===== config.mk =====
export PLATFORM = sky130hd
export DESIGN_NAME = bpv_status
export DESIGN_NICKNAME = d
export VERILOG_FILES = /design/src/bpv_pkg.sv /design/src/bpv_status.sv
export VERILOG_INCLUDE_DIRS = /design/src
export SDC_FILE = /design/constraint.sdc
export NUM_CORES = 1
export LEC_CHECK = 0
export BUFFER_PORTS_ARGS = -buffer_cell sky130_fd_sc_hd__buf_4
export CELL_PAD_IN_SITES_DETAIL_PLACEMENT = 1
export CELL_PAD_IN_SITES_GLOBAL_PLACEMENT = 2
export CORE_MARGIN = 2
export CORE_UTILIZATION = 30
export DETAILED_ROUTE_END_ITERATION = 6
export HOLD_SLACK_MARGIN = 0.03
export PLACE_DENSITY_LB_ADDON = 0.05
export SYNTH_ARGS = -nofsm -noshare
export SYNTH_HDL_FRONTEND = slang
export SYNTH_SLANG_ARGS = --single-unit

===== constraint.sdc =====
create_clock -name i_clk -period 2.6 [get_ports i_clk]
set_input_delay 0.78 -clock i_clk [delete_from_list [all_inputs] [get_ports i_clk]]
set_output_delay 0.78 -clock i_clk [all_outputs]
set_load 0.01 [all_outputs]

===== src/bpv_map.svh =====
/*
  Register offsets, field positions, codes and reset values of the bus
  permission violation status block. Assumes a 32-bit byte-addressed
  register port with byte offsets, each register one aligned word.
*/
`ifndef BPV_MAP_SVH
`define BPV_MAP_SVH

// ----------------------------------------------------------------------
// Register offsets (byte addresses)
// ----------------------------------------------------------------------
`define BPV_OFS_SUMMARY   8'h00
`define BPV_OFS_IRQ_STAT  8'h04
`define BPV_OFS_IRQ_MASK  8'h08
`define BPV_OFS_LOG_BASE  8'h40
`define BPV_LOG_STRIDE    8'h04

// ----------------------------------------------------------------------
// Log word fields
// ----------------------------------------------------------------------
`define BPV_LOG_MULTI_BIT 31
`define BPV_LOG_CODE_HI   27
`define BPV_LOG_CODE_LO   24
`define BPV_LOG_ID_HI     15
`define BPV_LOG_ID_LO     8

// ----------------------------------------------------------------------
// Codes and reset values
// ----------------------------------------------------------------------
`define BPV_CODE_NONE     4'h0
`define BPV_CODE_PERM     4'h3
`define BPV_NUM_TARGETS   14
`define BPV_RST_WORD      32'h0000_0000

`endif


===== src/bpv_pkg.sv =====
/*
  Types of the bus permission violation status block.
  Assumes bpv_map.svh is on the include path.
*/
package bpv_pkg;

  // ----------------------------------------------------------------------
  // Register port and violation report carriers
  // ----------------------------------------------------------------------
  typedef struct packed {
    logic        wr;
    logic        rd;
    logic [7:0]  addr;
    logic [31:0] wdata;
  } bpv_req_t;

  typedef struct packed {
    logic       valid;
    logic [7:0] id;
  } bpv_report_t;

  typedef struct packed {
    logic       multi;
    logic [3:0] code;
    logic [7:0] id;
  } bpv_log_t;

endpackage


===== src/bpv_status.sv =====
/*
  Bus permission violation status: per-target error logs, summary
  word, sticky interrupt status with mask.
  Assumes reports arrive from logic on the same clock, one-cycle pulses.
*/
// Chosen here: the register offsets and the plain strobed port.
// Overview of operation
// - Summary low 14 bits, one per target
// - Flag set once target reports; read-only, reset zero
// - Summary bits 31:14 read zero, writes ignored
// - Flags clear only via target log clear
// - Multi flag set on repeat, write-one clears
// - Code 0011 on violation, write-ones clear
// - Log holds read-only 8-bit requester identifier
`timescale 1ns/1ps
`include "bpv_map.svh"

module bpv_status #(
  parameter int NUM_TARGETS = `BPV_NUM_TARGETS
) (
  input  wire logic                   i_clk,
  input  wire logic                   i_srst,
  input  wire bpv_pkg::bpv_req_t      i_req,
  input  wire bpv_pkg::bpv_report_t   i_report [NUM_TARGETS],
  output logic [31:0]                 o_rdata,
  output logic                        o_irq
);
  import bpv_pkg::*;

  // ----------------------------------------------------------------------
  // Parameter check
  // ----------------------------------------------------------------------
  // Summary word has room for at most 14 targets under this layout
  if (NUM_TARGETS < 1 || NUM_TARGETS > `BPV_NUM_TARGETS) begin : g_chk
    $error("NUM_TARGETS out of range");
  end

  // ----------------------------------------------------------------------
  // Helpers
  // ----------------------------------------------------------------------
  function automatic logic [7:0] log_addr(input int idx);
    log_addr = 8'(`BPV_OFS_LOG_BASE + idx * `BPV_LOG_STRIDE);
  endfunction

  function automatic logic [31:0] pack_log(input bpv_log_t l);
    logic [31:0] w;
    w = `BPV_RST_WORD;
    w[`BPV_LOG_MULTI_BIT] = l.multi;
    w[`BPV_LOG_CODE_HI:`BPV_LOG_CODE_LO] = l.code;
    w[`BPV_LOG_ID_HI:`BPV_LOG_ID_LO] = l.id;
    pack_log = w;
  endfunction

  // ----------------------------------------------------------------------
  // Error logs
  // ----------------------------------------------------------------------
  bpv_log_t                  logs      [NUM_TARGETS];
  bpv_log_t                  next_logs [NUM_TARGETS];
  logic [NUM_TARGETS-1:0]    flags;
  logic [NUM_TARGETS-1:0]    new_evt;

  always_comb begin
    for (int t = 0; t < NUM_TARGETS; t++) begin
      next_logs[t] = logs[t];
      new_evt[t]   = 1'b0;
      // Write-one-to-clear of multi and code fields
      if (i_req.wr && i_req.addr == log_addr(t)) begin
        if (i_req.wdata[`BPV_LOG_MULTI_BIT]) begin
          next_logs[t].multi = 1'b0;
        end
        next_logs[t].code = logs[t].code &
                            ~i_req.wdata[`BPV_LOG_CODE_HI:`BPV_LOG_CODE_LO];
      end
      // Set beats a same-cycle clear of multi or of the whole code; a partial code clear still stands
      if (i_report[t].valid) begin
        new_evt[t] = 1'b1;
        if (logs[t].code != `BPV_CODE_NONE) begin
          // First error keeps its identity; later ones only mark repeat
          next_logs[t].multi = 1'b1;
        end
        if (next_logs[t].code == `BPV_CODE_NONE) begin
          next_logs[t].code = `BPV_CODE_PERM;
          next_logs[t].id   = i_report[t].id;
        end
      end
    end
  end

  always_ff @(posedge i_clk) begin
    for (int t = 0; t < NUM_TARGETS; t++) begin
      if (i_srst) begin
        logs[t] <= '0;
      end else begin
        logs[t] <= next_logs[t];
      end
    end
  end

  // Flag follows the log directly, so clearing the log drops it
  always_comb begin
    for (int t = 0; t < NUM_TARGETS; t++) begin
      flags[t] = (logs[t].code != `BPV_CODE_NONE);
    end
  end

  // ----------------------------------------------------------------------
  // Interrupt status and mask
  // ----------------------------------------------------------------------
  logic [NUM_TARGETS-1:0] irq_stat;
  logic [NUM_TARGETS-1:0] irq_mask;
  logic [NUM_TARGETS-1:0] next_irq_stat;
  logic [NUM_TARGETS-1:0] next_irq_mask;
  logic                   next_irq;

  always_comb begin
    next_irq_stat = irq_stat;
    next_irq_mask = irq_mask;
    if (i_req.wr && i_req.addr == `BPV_OFS_IRQ_STAT) begin
      next_irq_stat = irq_stat & ~i_req.wdata[NUM_TARGETS-1:0];
    end
    if (i_req.wr && i_req.addr == `BPV_OFS_IRQ_MASK) begin
      next_irq_mask = i_req.wdata[NUM_TARGETS-1:0];
    end
    next_irq_stat = next_irq_stat | new_evt;
    next_irq      = |(next_irq_stat & next_irq_mask);
  end

  always_ff @(posedge i_clk) begin
    if (i_srst) begin
      irq_stat <= '0;
      irq_mask <= '0;
      o_irq    <= 1'b0;
    end else begin
      irq_stat <= next_irq_stat;
      irq_mask <= next_irq_mask;
      o_irq    <= next_irq;
    end
  end

  // ----------------------------------------------------------------------
  // Read port
  // ----------------------------------------------------------------------
  logic [31:0] next_rdata;

  always_comb begin
    next_rdata = `BPV_RST_WORD;
    if (i_req.rd) begin
      case (i_req.addr)
        `BPV_OFS_SUMMARY:  next_rdata[NUM_TARGETS-1:0] = flags;
        `BPV_OFS_IRQ_STAT: next_rdata[NUM_TARGETS-1:0] = irq_stat;
        `BPV_OFS_IRQ_MASK: next_rdata[NUM_TARGETS-1:0] = irq_mask;
        default: begin
          for (int t = 0; t < NUM_TARGETS; t++) begin
            if (i_req.addr == log_addr(t)) begin
              next_rdata = pack_log(logs[t]);
            end
          end
        end
      endcase
    end
  end

  always_ff @(posedge i_clk) begin
    if (i_srst) begin
      o_rdata <= `BPV_RST_WORD;
    end else begin
      o_rdata <= next_rdata;
    end
  end

  // ----------------------------------------------------------------------
  // Assertions
  // ----------------------------------------------------------------------
  a_summary_upper_zero: assert property (@(posedge i_clk) disable iff (i_srst)
    $past(i_req.rd) && $past(i_req.addr) == `BPV_OFS_SUMMARY |-> o_rdata[31:NUM_TARGETS] == '0)
    else $error("summary upper bits not zero");

  a_summary_matches: assert property (@(posedge i_clk) disable iff (i_srst)
    i_req.rd && i_req.addr == `BPV_OFS_SUMMARY |=> o_rdata[NUM_TARGETS-1:0] == $past(flags))
    else $error("summary read mismatch");

  a_report_sets_code: assert property (@(posedge i_clk) disable iff (i_srst)
    i_report[0].valid |=> logs[0].code == `BPV_CODE_PERM)
    else $error("code not set on violation");

  a_flag_follows: assert property (@(posedge i_clk) disable iff (i_srst)
    i_report[0].valid |=> flags[0])
    else $error("flag not raised on report");

  a_flag_only_clr: assert property (@(posedge i_clk) disable iff (i_srst)
    $fell(flags[0]) |-> $past(i_req.wr) && $past(i_req.addr) == log_addr(0))
    else $error("flag fell without log clear");

  a_clear_drops: assert property (@(posedge i_clk) disable iff (i_srst)
    i_req.wr && i_req.addr == log_addr(0)
    && i_req.wdata[`BPV_LOG_CODE_HI:`BPV_LOG_CODE_LO] == 4'hF && !i_report[0].valid
    |=> !flags[0])
    else $error("flag stays after clear");

  a_multi_sets: assert property (@(posedge i_clk) disable iff (i_srst)
    flags[0] && i_report[0].valid |=> logs[0].multi)
    else $error("repeat not flagged");

  a_id_captured: assert property (@(posedge i_clk) disable iff (i_srst)
    !flags[0] && i_report[0].valid |=> logs[0].id == $past(i_report[0].id))
    else $error("requester id not captured");

  // ----------------------------------------------------------------------
  // Summary word assertions
  // ----------------------------------------------------------------------
  a_summary_from_logs: assert property (@(posedge i_clk) disable iff (i_srst)
    i_req.rd && i_req.addr == `BPV_OFS_SUMMARY
    |=> o_rdata[0] == ($past(logs[0].code) != `BPV_CODE_NONE))
    else $error("summary bit zero disagrees with log");

  a_summary_top_bit: assert property (@(posedge i_clk) disable iff (i_srst)
    i_req.rd && i_req.addr == `BPV_OFS_SUMMARY
    |=> o_rdata[NUM_TARGETS-1] == ($past(logs[NUM_TARGETS-1].code) != `BPV_CODE_NONE))
    else $error("summary top bit disagrees with log");

  a_flag_top_raise: assert property (@(posedge i_clk) disable iff (i_srst)
    i_report[NUM_TARGETS-1].valid |=> flags[NUM_TARGETS-1])
    else $error("top flag not raised on report");

  a_flag_stays: assert property (@(posedge i_clk) disable iff (i_srst)
    flags[0] && !(i_req.wr && i_req.addr == log_addr(0)) |=> flags[0])
    else $error("flag dropped without log write");

  a_flag_top_stays: assert property (@(posedge i_clk) disable iff (i_srst)
    flags[NUM_TARGETS-1] && !(i_req.wr && i_req.addr == log_addr(NUM_TARGETS-1))
    |=> flags[NUM_TARGETS-1])
    else $error("top flag dropped without log write");

  a_summary_ro: assert property (@(posedge i_clk) disable iff (i_srst)
    i_req.wr && i_req.addr == `BPV_OFS_SUMMARY |=> (flags & $past(flags)) == $past(flags))
    else $error("summary write disturbed flags");

  // ----------------------------------------------------------------------
  // Error log assertions
  // ----------------------------------------------------------------------
  a_log_gaps_zero: assert property (@(posedge i_clk) disable iff (i_srst)
    i_req.rd && i_req.addr == log_addr(0)
    |=> o_rdata[30:28] == 3'h0 && o_rdata[23:16] == 8'h00 && o_rdata[7:0] == 8'h00)
    else $error("unused log bits not zero");

  a_multi_clears: assert property (@(posedge i_clk) disable iff (i_srst)
    i_req.wr && i_req.addr == log_addr(0) && i_req.wdata[`BPV_LOG_MULTI_BIT]
    && !i_report[0].valid |=> !logs[0].multi)
    else $error("repeat flag not cleared by write");

  a_multi_holds: assert property (@(posedge i_clk) disable iff (i_srst)
    logs[0].multi && !(i_req.wr && i_req.addr == log_addr(0)
    && i_req.wdata[`BPV_LOG_MULTI_BIT]) |=> logs[0].multi)
    else $error("repeat flag lost without write");

  a_multi_needs_code: assert property (@(posedge i_clk) disable iff (i_srst)
    $rose(logs[0].multi) |-> $past(flags[0]) && $past(i_report[0].valid))
    else $error("repeat flag without earlier error");

  a_multi_top_sets: assert property (@(posedge i_clk) disable iff (i_srst)
    flags[NUM_TARGETS-1] && i_report[NUM_TARGETS-1].valid |=> logs[NUM_TARGETS-1].multi)
    else $error("top repeat not flagged");

  a_multi_read: assert property (@(posedge i_clk) disable iff (i_srst)
    i_req.rd && i_req.addr == log_addr(0)
    |=> o_rdata[`BPV_LOG_MULTI_BIT] == $past(logs[0].multi))
    else $error("repeat flag read mismatch");

  a_code_read: assert property (@(posedge i_clk) disable iff (i_srst)
    i_req.rd && i_req.addr == log_addr(0)
    |=> o_rdata[`BPV_LOG_CODE_HI:`BPV_LOG_CODE_LO] == $past(logs[0].code))
    else $error("code read mismatch");

  a_top_code_read: assert property (@(posedge i_clk) disable iff (i_srst)
    i_req.rd && i_req.addr == log_addr(NUM_TARGETS-1)
    |=> o_rdata[`BPV_LOG_CODE_HI:`BPV_LOG_CODE_LO] == $past(logs[NUM_TARGETS-1].code))
    else $error("top code read mismatch");

  a_code_w1c: assert property (@(posedge i_clk) disable iff (i_srst)
    i_req.wr && i_req.addr == log_addr(0) && !i_report[0].valid
    |=> logs[0].code == ($past(logs[0].code)
        & ~$past(i_req.wdata[`BPV_LOG_CODE_HI:`BPV_LOG_CODE_LO])))
    else $error("code bits not cleared by ones");

  a_code_no_set: assert property (@(posedge i_clk) disable iff (i_srst)
    !i_report[0].valid |=> (logs[0].code & ~$past(logs[0].code)) == 4'h0)
    else $error("code bits set without report");

  a_top_code_set: assert property (@(posedge i_clk) disable iff (i_srst)
    i_report[NUM_TARGETS-1].valid |=> logs[NUM_TARGETS-1].code == `BPV_CODE_PERM)
    else $error("top code not set on violation");

  a_id_read: assert property (@(posedge i_clk) disable iff (i_srst)
    i_req.rd && i_req.addr == log_addr(0)
    |=> o_rdata[`BPV_LOG_ID_HI:`BPV_LOG_ID_LO] == $past(logs[0].id))
    else $error("requester id read mismatch");

  a_top_id_read: assert property (@(posedge i_clk) disable iff (i_srst)
    i_req.rd && i_req.addr == log_addr(NUM_TARGETS-1)
    |=> o_rdata[`BPV_LOG_ID_HI:`BPV_LOG_ID_LO] == $past(logs[NUM_TARGETS-1].id))
    else $error("top requester id read mismatch");

  a_id_kept: assert property (@(posedge i_clk) disable iff (i_srst)
    flags[0] && !(i_req.wr && i_req.addr == log_addr(0)) |=> $stable(logs[0].id))
    else $error("requester id changed while logged");

  a_id_ro: assert property (@(posedge i_clk) disable iff (i_srst)
    i_req.wr && i_req.addr == log_addr(0) && !i_report[0].valid |=> $stable(logs[0].id))
    else $error("requester id written by software");

  a_id_top_captured: assert property (@(posedge i_clk) disable iff (i_srst)
    !flags[NUM_TARGETS-1] && i_report[NUM_TARGETS-1].valid
    |=> logs[NUM_TARGETS-1].id == $past(i_report[NUM_TARGETS-1].id))
    else $error("top requester id not captured");

endmodule


* Yosys cells after proc, flatten, opt, wreduce, memory -nomap -nowiden *
Memory sizes are Yosys's and may differ from the RTL's.
Index checks and enable logic that the tools add are counted.

operators by class
  equality and inequality tests = 16
  muxes and demuxes = 118
  bitwise operators = 34
  reduce and logical (&&, ||, !) cells = 49

operators with widths
  kind                                                                   number
  32-bit 2-to-1 mux                                                      14
  13-bit 2-to-1 mux                                                      28
  12-bit 2-to-1 mux                                                      14
  8-bit by 7-bit equality test with 1-bit output, second input constant  14
  5-bit 2-to-1 mux                                                       14
  4-bit bitwise AND                                                      14
  4-bit zero test                                                        14
  4-bit nonzero test                                                     14
  1-bit 2-to-1 mux                                                       45
  14-bit one-hot mux with 3 select lines                                 1
  14-bit bitwise AND                                                     2
  14-bit 2-to-1 mux                                                      2
  18-bit OR reduction                                                    1
  1-bit logical AND                                                      16
  14-bit inverter                                                        1
  1-bit bitwise OR                                                       14
  14-bit bitwise OR                                                      1
  14-bit OR reduction                                                    1
  8-bit by 3-bit equality test with 1-bit output, second input constant  1
  8-bit by 4-bit equality test with 1-bit output, second input constant  1
  8-bit zero test                                                        1
  5-bit OR reduction                                                     1
  4-bit inverter                                                         1
  2-bit OR reduction                                                     1
  1-bit inverter                                                         1

storage, ports and cells
  bits in registers = 61
  memory bits (writable) = 182
  bits of input ports = 170
  output and inout bits = 33
  logic and storage cells = 224
  memories kept = 1

memories
  name  words  bits a word  rd ports  clocked after memory_dff  wr ports  line              text
  logs  14     13           14        0                         14        bpv_status.sv:57  bpv_log_t logs [NUM_TARGETS];

* Logic depth before layout (Yosys ltp) *
Gate-level depths: netlist of the first run.

  depth in word-level cells = 16
  depth in mapped cells = 11
  gate-level depth less buffers = 7

* Worst setup path after synthesis of the first run *
OpenSTA, ideal clock, no wires.

  kind = input to register
  start point = in i_req[37] (netlist bit)
  end point = mem logs[0][39] (netlist bit)
  setup time = 128 ps
  arrival time = 2,642 ps
  data required time = 2,472 ps
  setup slack = -169 ps
  stages = 9
  path buffers = 3
  cells stage by stage = buf_6 -> or4b_4 -> buf_6 -> or3_4 -> o21ai_2 -> and4bb_1 -> buf_6 -> mux2i_1 -> nor2_1

RTL lines
  element          line              text
  start, declared  bpv_status.sv:23  input wire bpv_pkg::bpv_req_t i_req,
  end, declared    bpv_status.sv:57

==> impl_results.md, run 1 <==
* Worst setup EP type: flop
* Flop and latch count out of synthesis at about 230
* Num CTS Buffers at 29
* Status: finished, final reports clean
* Initial DRC count at between 400 and 500
* Pwr Density at around 630 nW/um^2
* Setup CP Type: in -> reg
* First-pass GRT wire length at a little over 60 mm
* Worst path cell trace: buf_4, or4_1, nor2_4, a31oi_1, nor4bb_4, buf_6, mux2i_1, nor2_1
* Fraction of post-synthesis cell area in the top cell type by area at 0.453
* Clk_skew at between 0.01 and 0.015 ns
* Internal power at 6.79 mW
* Max Freq at about 400 MHz
* WL met1 at 19.2 mm
* Relative slew slack at 0.321
* Ports at roughly 200
* Worst hold path class: reg -> reg
* Final Hold Fails at 0
* Final period util at 0.969
* Placer Congestion at approximately 0.84
* Max VDD drop at about 470 uV
* Met3 WL at around 1.9 mm
* Std-Cell Rows at 67
* Avg WL per Cell at 20.7 um
* Clk buf depth at 3
* Sw frac at 0.260
* CTS Hold Buffers Added at 0
* Synth Warn # at 0
* Maxcap violations at 0
* Clock latency on the worst-skew pair at between 0.5 and 0.6 ns
* DR pass1 iterations at 5
* Leakage power at ~6.4 nW
* Dpl cell area at between 10,000 and 15,000 um^2
* Final slew viol count at 0
* Vias in the first global route at 10.2k
* Asr flop ratio synth at 0
* Post-synth EDFFs at 0
* DRC viols at 0
* Synthesized instance count at between 1k and 1.5k
* Syn Area/Cell at a little under 9 um^2
* Port buffer count at between 150 and 200
* Post-Layout Cell Count at just under 2k
* Dpl hpwl at about 31 mm
* Clock sink count at 232
* Final Setup Violations at 0
* Top FF cell, synth: dfxtp_1
* Die W at between 150 and 200 um
* Psw at about 2.4 mW
* Vias at about 10k
* Largest net degree at the start of global routing at 161
* Post-synthesis cell area at 10,300 um^2
* Uppermost layer routed: met4
* Htree depth at 1
* Clock transition at path regs at 0.06 ns
* Proportion of layout cells with a drive suffix above 1 at 0.317
* Sequential Power Share at 0.427
* Initial antenna violation count at 0
* Most frequent cells in the layout: 379 x buf_4, 232 x dfxtp_1, 199 x nor2_1
* Initial Utilization at 0.305
* DIE HEIGHT at between 150 and 200 um
* Register area share after synthesis at 0.453
* Most common library cell in the layout ignoring fill and taps: buf_4
* Min Tclk post-route at 2.52 ns
* ANT cells at 0
* Worst-margin pin slew at roughly 1.0 ns
* Yosys cell types at between 60 and 70
* Total track usage at 0.226
* Overflow after GRT at 0
* RSZ-0062 raised after global routing: false
* Crit path arrival time at a little under 3 ns
* Total routed wirelength at between 40 and 50 mm
* CP max stage delay at around 0.67 ns
* Crit-path max FO at 8
* Total Nets Final at ~1.7k
* Crit path launch type: input pin
* Met2 wire length at 18.8 mm
* CTS Root Cell: clkbuf_16
* CP max stage cell: or4_1
* Largest area contributor in the netlist: dfxtp_1
* Core Footprint at between 30,000 and 40,000 um^2
* Die Footprint at between 30,000 and 40,000 um^2
* Area added between synthesis and finish at 41.9%
* Top post-synthesis cells by area: dfxtp_1 45%, mux2i_1 13%, nor2_1 7.3%
* Part of the power in combinational logic at 0.143
* Vias/cell at approximately 5.1
* Placed instance count at roughly 1.9k
* CTS tree: yes
* Routed Antenna Nets at 0
* Post-route design area at approximately 15,000 um^2
* Clock share of power at 0.431
* Worst Path Required at 2.99 ns
==> worst max-delay path: cells and delay by family <==
family / cells / cell delay, ns
and+or+nand+nor: 4 / 1.40
AOI/OAI and AO/OA: 1 / 0.16
muxes: 1 / 0.20
buffers and inverters: 2 / 0.36
==> path summary, 6_finish.rpt <==
check,from,endpoint,slack [ns],depth (start not counted)
worst max-delay path,i_req[33],logs[0][56]$_SDFFE_PP0P_,0.08,8
worst min-delay path,irq_stat[4]$_SDFF_PP0_,o_rdata[4]$_SDFF_PP0_,0.46,2
worst max register to register,logs[0][14]$_SDFFE_PP0P_,o_rdata[9]$_SDFF_PP0_,0.50,7
worst min register to register,irq_stat[4]$_SDFF_PP0_,o_rdata[4]$_SDFF_PP0_,0.46,2
==> cell type report <==
cell class | instances | area (um^2)
timing repair buffer | 394 | 3130
clock inverter | 10 | 77.6
clock buffer | 42 | 855
sequential | 232 | 4640
fill | 3925 | 19000
tap | 448 | 561
inverter | 9 | 33.8
multi-input combinational | 836 | 5270
==> per-stage QoR <==
stage / power [mW] / worst slack (ns) / hold slack (ns) / TNS (ns) / utilization
final: 9.18 / 0.0807 / 0.455 / 0 / 0.433
after global routing: 9.55 / 0.00307 / 0.457 / 0 / 0.433
after global placement: 5.27 / -0.602 / 0.444 / -39.32 / 0.405
after floorplan: 4.60 / -0.135 / 0.432 / -1.08 / -
after CTS: 9.29 / 0.0357 / 0.439 / 0 / 0.433
after detailed placement: 5.30 / -0.600 / 0.450 / -45.15 / 0.405
==> logic make-up (layout without fill, tap and decap cells) <==
logic type / count (synthesis) / in the layout / synth area share
and+or+nand+nor: 408 / 408 / 0.186
AOI/OAI and AO/OA: 271 / 271 / 0.168
DFF: 232 / 232 / 0.453
other: 1 / 11 / 0.000365
muxes: 146 / 146 / 0.149
buffers and inverters: 93 / 455 / 0.0444
==> routing by layer <==
layer | up-vias | GRT usage
met5 | - | 0
met4 | 0 | 0.0541
met3 | 45 | 0.0250
met2 | 262 | 0.369
met1 | 4820 | 0.317
li1 | 4830 | -
==> power groups by stage <==
| stage | sequential (mW) | clock (mW) | combinational [mW] |
|---|---|---|---|
| after global placement | 3.99 | 0 | 1.28 |
| after floorplan | 3.93 | 0 | 0.673 |
| after detailed placement | 3.99 | 0 | 1.31 |
| after global routing | 3.94 | 4.19 | 1.42 |
| final | 3.92 | 3.95 | 1.31 |
| after CTS | 3.92 | 4.06 | 1.32 |
==> cells in the mapped netlist, types with 10 or more instances <==
library cell / n
o22ai_1: 22
nand2_1: 86
nor3_1: 10
buf_2: 22
nand2b_1: 16
a31oi_1: 12
a22oi_1: 31
and3_1: 15
dfxtp_1: 232
nor2_1: 199
clkbuf_1: 43
mux2i_1: 137
buf_4: 13
a21oi_1: 82
o21ai_0: 52
nand3_1: 23
==> what timing repair did <==
action                     4_1_cts  5_1_grt
resized for setup                1        4
hold endpoints to repair         0        0
pin swaps                        0        1
buffers inserted                 0        1
cloned                           0        0
setup endpoints to repair        8       10
==> state kept, by name, summed over array words and instances, names as in the netlist <==
register and flops:
irq_stat 14, o_irq 1, o_rdata 21, logs 182, irq_mask 14
Note: power is estimated with default switching activity, not from simulation.
==> inputs of run 2 (changes only) <==
--- a/config.mk
+++ b/config.mk
@@ -6,11 +6,12 @@
 export SDC_FILE = /design/constraint.sdc
 export NUM_CORES = 1
 export LEC_CHECK = 0
-export BUFFER_PORTS_ARGS = -buffer_cell sky130_fd_sc_hd__buf_4
+export ABC_AREA = 1
+export BUFFER_PORTS_ARGS = -buffer_cell sky130_fd_sc_hd__buf_2
 export CELL_PAD_IN_SITES_DETAIL_PLACEMENT = 1
 export CELL_PAD_IN_SITES_GLOBAL_PLACEMENT = 2
 export CORE_MARGIN = 2
-export CORE_UTILIZATION = 30
+export CORE_UTILIZATION = 27
 export DETAILED_ROUTE_END_ITERATION = 6
 export HOLD_SLACK_MARGIN = 0.03
 export PLACE_DENSITY_LB_ADDON = 0.05
==> run 2 against run 1 <==
Compared with the run above:
- non-clock buffer count down 47
- die area up 12%
- register-to-register slack better by 0.29 ns
- maximum frequency up 4.4%
- largest cell class unchanged
- first-iteration DRC count down 33%
- worst hold slack worse by 0.017 ns
- routed wire length up 0.69%
- critical endpoint is now logs[1][16]$_SDFFE_PP0P_
- clock skew up 0.0069 ns
==> impl_results.md, run 2 <==
* Status: finished, final reports clean
* Final slew viol count at 0 (unchanged)
* Setup CP Type: in -> reg
* Asr flop ratio synth at 0 (unchanged)
* Crit path launch type: input pin
* Overflow after GRT at 0 (unchanged)
* Largest registers: logs: 182 flops, o_rdata: 21 flops
* Vias/cell at 4.54 (-10%)
* Initial DRC count at 328 (-33%)
* Worst setup EP type: flop
* Top post-synthesis cells by area: dfxtp_1 45%, nor2_1 11%, nand2_1 10%
* Final Hold Fails at 0 (unchanged)
* DIE HEIGHT at 200 um (+5.9%)
* Synth Warn # at 0 (unchanged)
* Setup WS post-layout at 0.187 ns (+0.106 ns)
* Total track usage at 0.207 (-0.0185)
* Core Footprint at 37,800 um^2 (+12%)
* Std-Cell Rows at 71 (+6.0%)
* Post-synth EDFFs at 0 (unchanged)
* DR pass1 iterations at 5 (unchanged)
* Total Nets Final at 2,017 (+21%)
* Worst Path Required at 3.04 ns (+0.05 ns)
* Reg2Reg Depth at 10 (+3)
* Register Area at 4640 um^2 (unchanged)
* Crit-path max FO at 7 (-1)
* Num CTS Buffers at 29 (unchanged)
* Avg WL per Cell at 17.3 um (-17%)
* Commonest cells in the synthesized netlist: 311 x nor2_1, 290 x nand2_1, 232 x dfxtp_1
* Pre-CTS WS at -0.431 ns (+0.170 ns)
* Clk_skew at 0.0172 ns (+0.00692 ns)
* Total routed wirelength at 41.1 mm (+0.69%)
* Fillers at 4,826 (+23%)
* Area of the multi-input gates at 4870 um^2 (-7.6%)
* Largest area contributor in the netlist: dfxtp_1
* Util after Layout at 0.367 (-0.0668)
* Leakage power at 6.46 nW (+0.32%)
* Most common library cell in the layout ignoring fill and taps: nor2_1
* Post-synthesis cell area at 10,400 um^2 (+1.1%)
* RSZ-0062 raised after global routing: false
* Pwr Density at 636 nW/um^2 (+1.0%)
* Placer Congestion at 0.815 (-2.7%)
* Initial antenna violation count at 2 (+2)
* Initial Utilization at 0.275 (-0.0304)
* Final period util at 0.928 (-0.0407)
* First-pass GRT wire length at 63.1 mm (+2.0%)
* Clock latency on the worst-skew pair at 0.56 ns (about the same)
* Htree depth at 1 (unchanged)
* Max Freq at 414 MHz (+4.4%)
* Max VDD drop at 418 uV (-11%)
* Vias in the first global route at 11.2k (+9.4%)
* Largest net degree at the start of global routing at 83 (-48%)
* Syn Area/Cell at 6.82 um^2 (-23%)
* Min Tclk post-route at 2.41 ns (-0.106 ns)
* Port buffer count at 178 (unchanged)
* Register bank with the most flops: logs
* Most frequent cells in the layout: 311 x nor2_1, 290 x nand2_1, 232 x dfxtp_1
* Clock transition at path regs at 0.06 ns (about the same)
* Clk buf depth at 3 (unchanged)
* Post-route design area at 13,800 um^2 (-5.0%)
* Ports at 203 (unchanged)
* Top FF cell, synth: dfxtp_1
* Dpl hpwl at 32.1 mm (+2.3%)
* CTS Root Cell: clkbuf_16
* Worst-margin pin slew at 1.01 ns (+0.00288 ns)
* Fraction of post-synthesis cell area in the top cell type by area at 0.447 (-0.00513)
* CTS tree: yes
* Maxcap violations at 0 (unchanged)
* Routed Antenna Nets at 0 (unchanged)
* Worst hold path class: in -> reg
* Cell with the most instances after synthesis: nor2_1
* Flop and latch count out of synthesis at 232 (unchanged)
* Area added between synthesis and finish at 33.3%
* Register area share after synthesis at 0.447 (-0.00513)
* Vias at 10.8k (+8.3%)
* Largest register FFs at 182 (unchanged)
* Crit path arrival time at 2.86 ns (-0.05 ns)
* Synthesized instance count at 1,521 (+32%)
* Die W at 200 um (+5.9%)
* Proportion of layout cells with a drive suffix above 1 at 0.250 (-0.0673)
* Die Footprint at 40,000 um^2 (+12%)
* Clock sink count at 232 (unchanged)
* Hold path depth at 3 (+1)
* WHS at 0.438 ns (-0.0174 ns)
* Yosys cell types at 36 (-47%)
* Final Setup Violations at 0 (unchanged)
* Dpl cell area at 13,000 um^2 (-4.6%)
* DRC viols at 0 (unchanged)
* Relative slew slack at 0.326 (+0.00428)
run 2: cell types whose count changed after synthesis, moves of 33 or more:
cell,before,now
nand2_1,86,290
mux2i_1,137,0
inv_1,5,133
nor2_1,199,311
o21ai_0,52,117
o21ai_1,8,73
nand4_1,6,39
run 2: worst max-delay path, cell delays in order:
cell,delay (ns)
buf_2,0.11
nor2_1,0.18
nand3_1,0.18
buf_4,0.20
nor2_1,0.22
nand2_1,0.19
o21ai_1,0.23
nand4_1,0.13
nor2_2,0.20
inv_2,0.10
o21ai_0,0.25
a21oi_1,0.07
run 2: logic make-up after synthesis:
logic type             after synthesis  share of synthesized area
other                                1                   0.000361
AOI/OAI and AO/OA                  313                      0.155
buffers and inverters              223                     0.0874
DFF                                232                      0.447
and+or+nand+nor                    752                      0.309
run 2: path summary, 6_finish.rpt:
| path | start | to | slack [ns] |
|---|---|---|---|
| worst max-delay path | i_req[33] | logs[1][16]$_SDFFE_PP0P_ | 0.19 |
| worst min-delay path | i_report[82] | logs[0][53]$_SDFFE_PP0P_ | 0.44 |
| worst max register to register | logs[0][4]$_SDFFE_PP0P_ | o_rdata[12]$_SDFF_PP0_ | 0.79 |
| worst min register to register | logs[1][20]$_SDFFE_PP0P_ | logs[1][20]$_SDFFE_PP0P_ | 0.45 |
run 2: stage by stage:
step | instances | power, mW | TNS, ns
floorplan | 1531 | 4.58 | 0
global route | 2376 | 9.25 | 0
global placement | 2327 | 5.16 | -25.20
CTS | 2376 | 8.96 | 0
finish | 2377 | 8.81 | 0
detailed placement | 2327 | 5.18 | -27.26
run 2: timing repair:
item	CTS	global route
setup endpoints to repair	0	9
hold buffers	0	0
gates resized for setup	0	5
buffers inserted	0	0
run 2: where the power goes:
part	switching, mW	internal (mW)
Clock	1.57	2.15
Combinational	0.674	0.457
Sequential	0.141	3.82
Total	2.38	6.43
run 2: cell type report:
cell class | count | share of cell area
diodes | 1 | 0.000181
clock buffers | 41 | 0.0586
clock inverters | 8 | 0.00344
inverters | 161 | 0.0438
multi-input cells | 1076 | 0.352
flip-flops and latches | 232 | 0.336
well taps | 511 | 0.0462
repair buffers | 347 | 0.161
run 2: routing by layer:
metal | share of wire | GRT usage | vias to the layer above | routed length (um)
met3 | 0.034 | 0.0306 | 51 | 1400
met4 | 0.021 | 0.0444 | 2 | 850
met1 | 0.48 | 0.275 | 5054 | 19600
li1 | - | - | 5522 | -
met2 | 0.47 | 0.356 | 157 | 19200
met5 | 0.00032 | 0 | - | 13
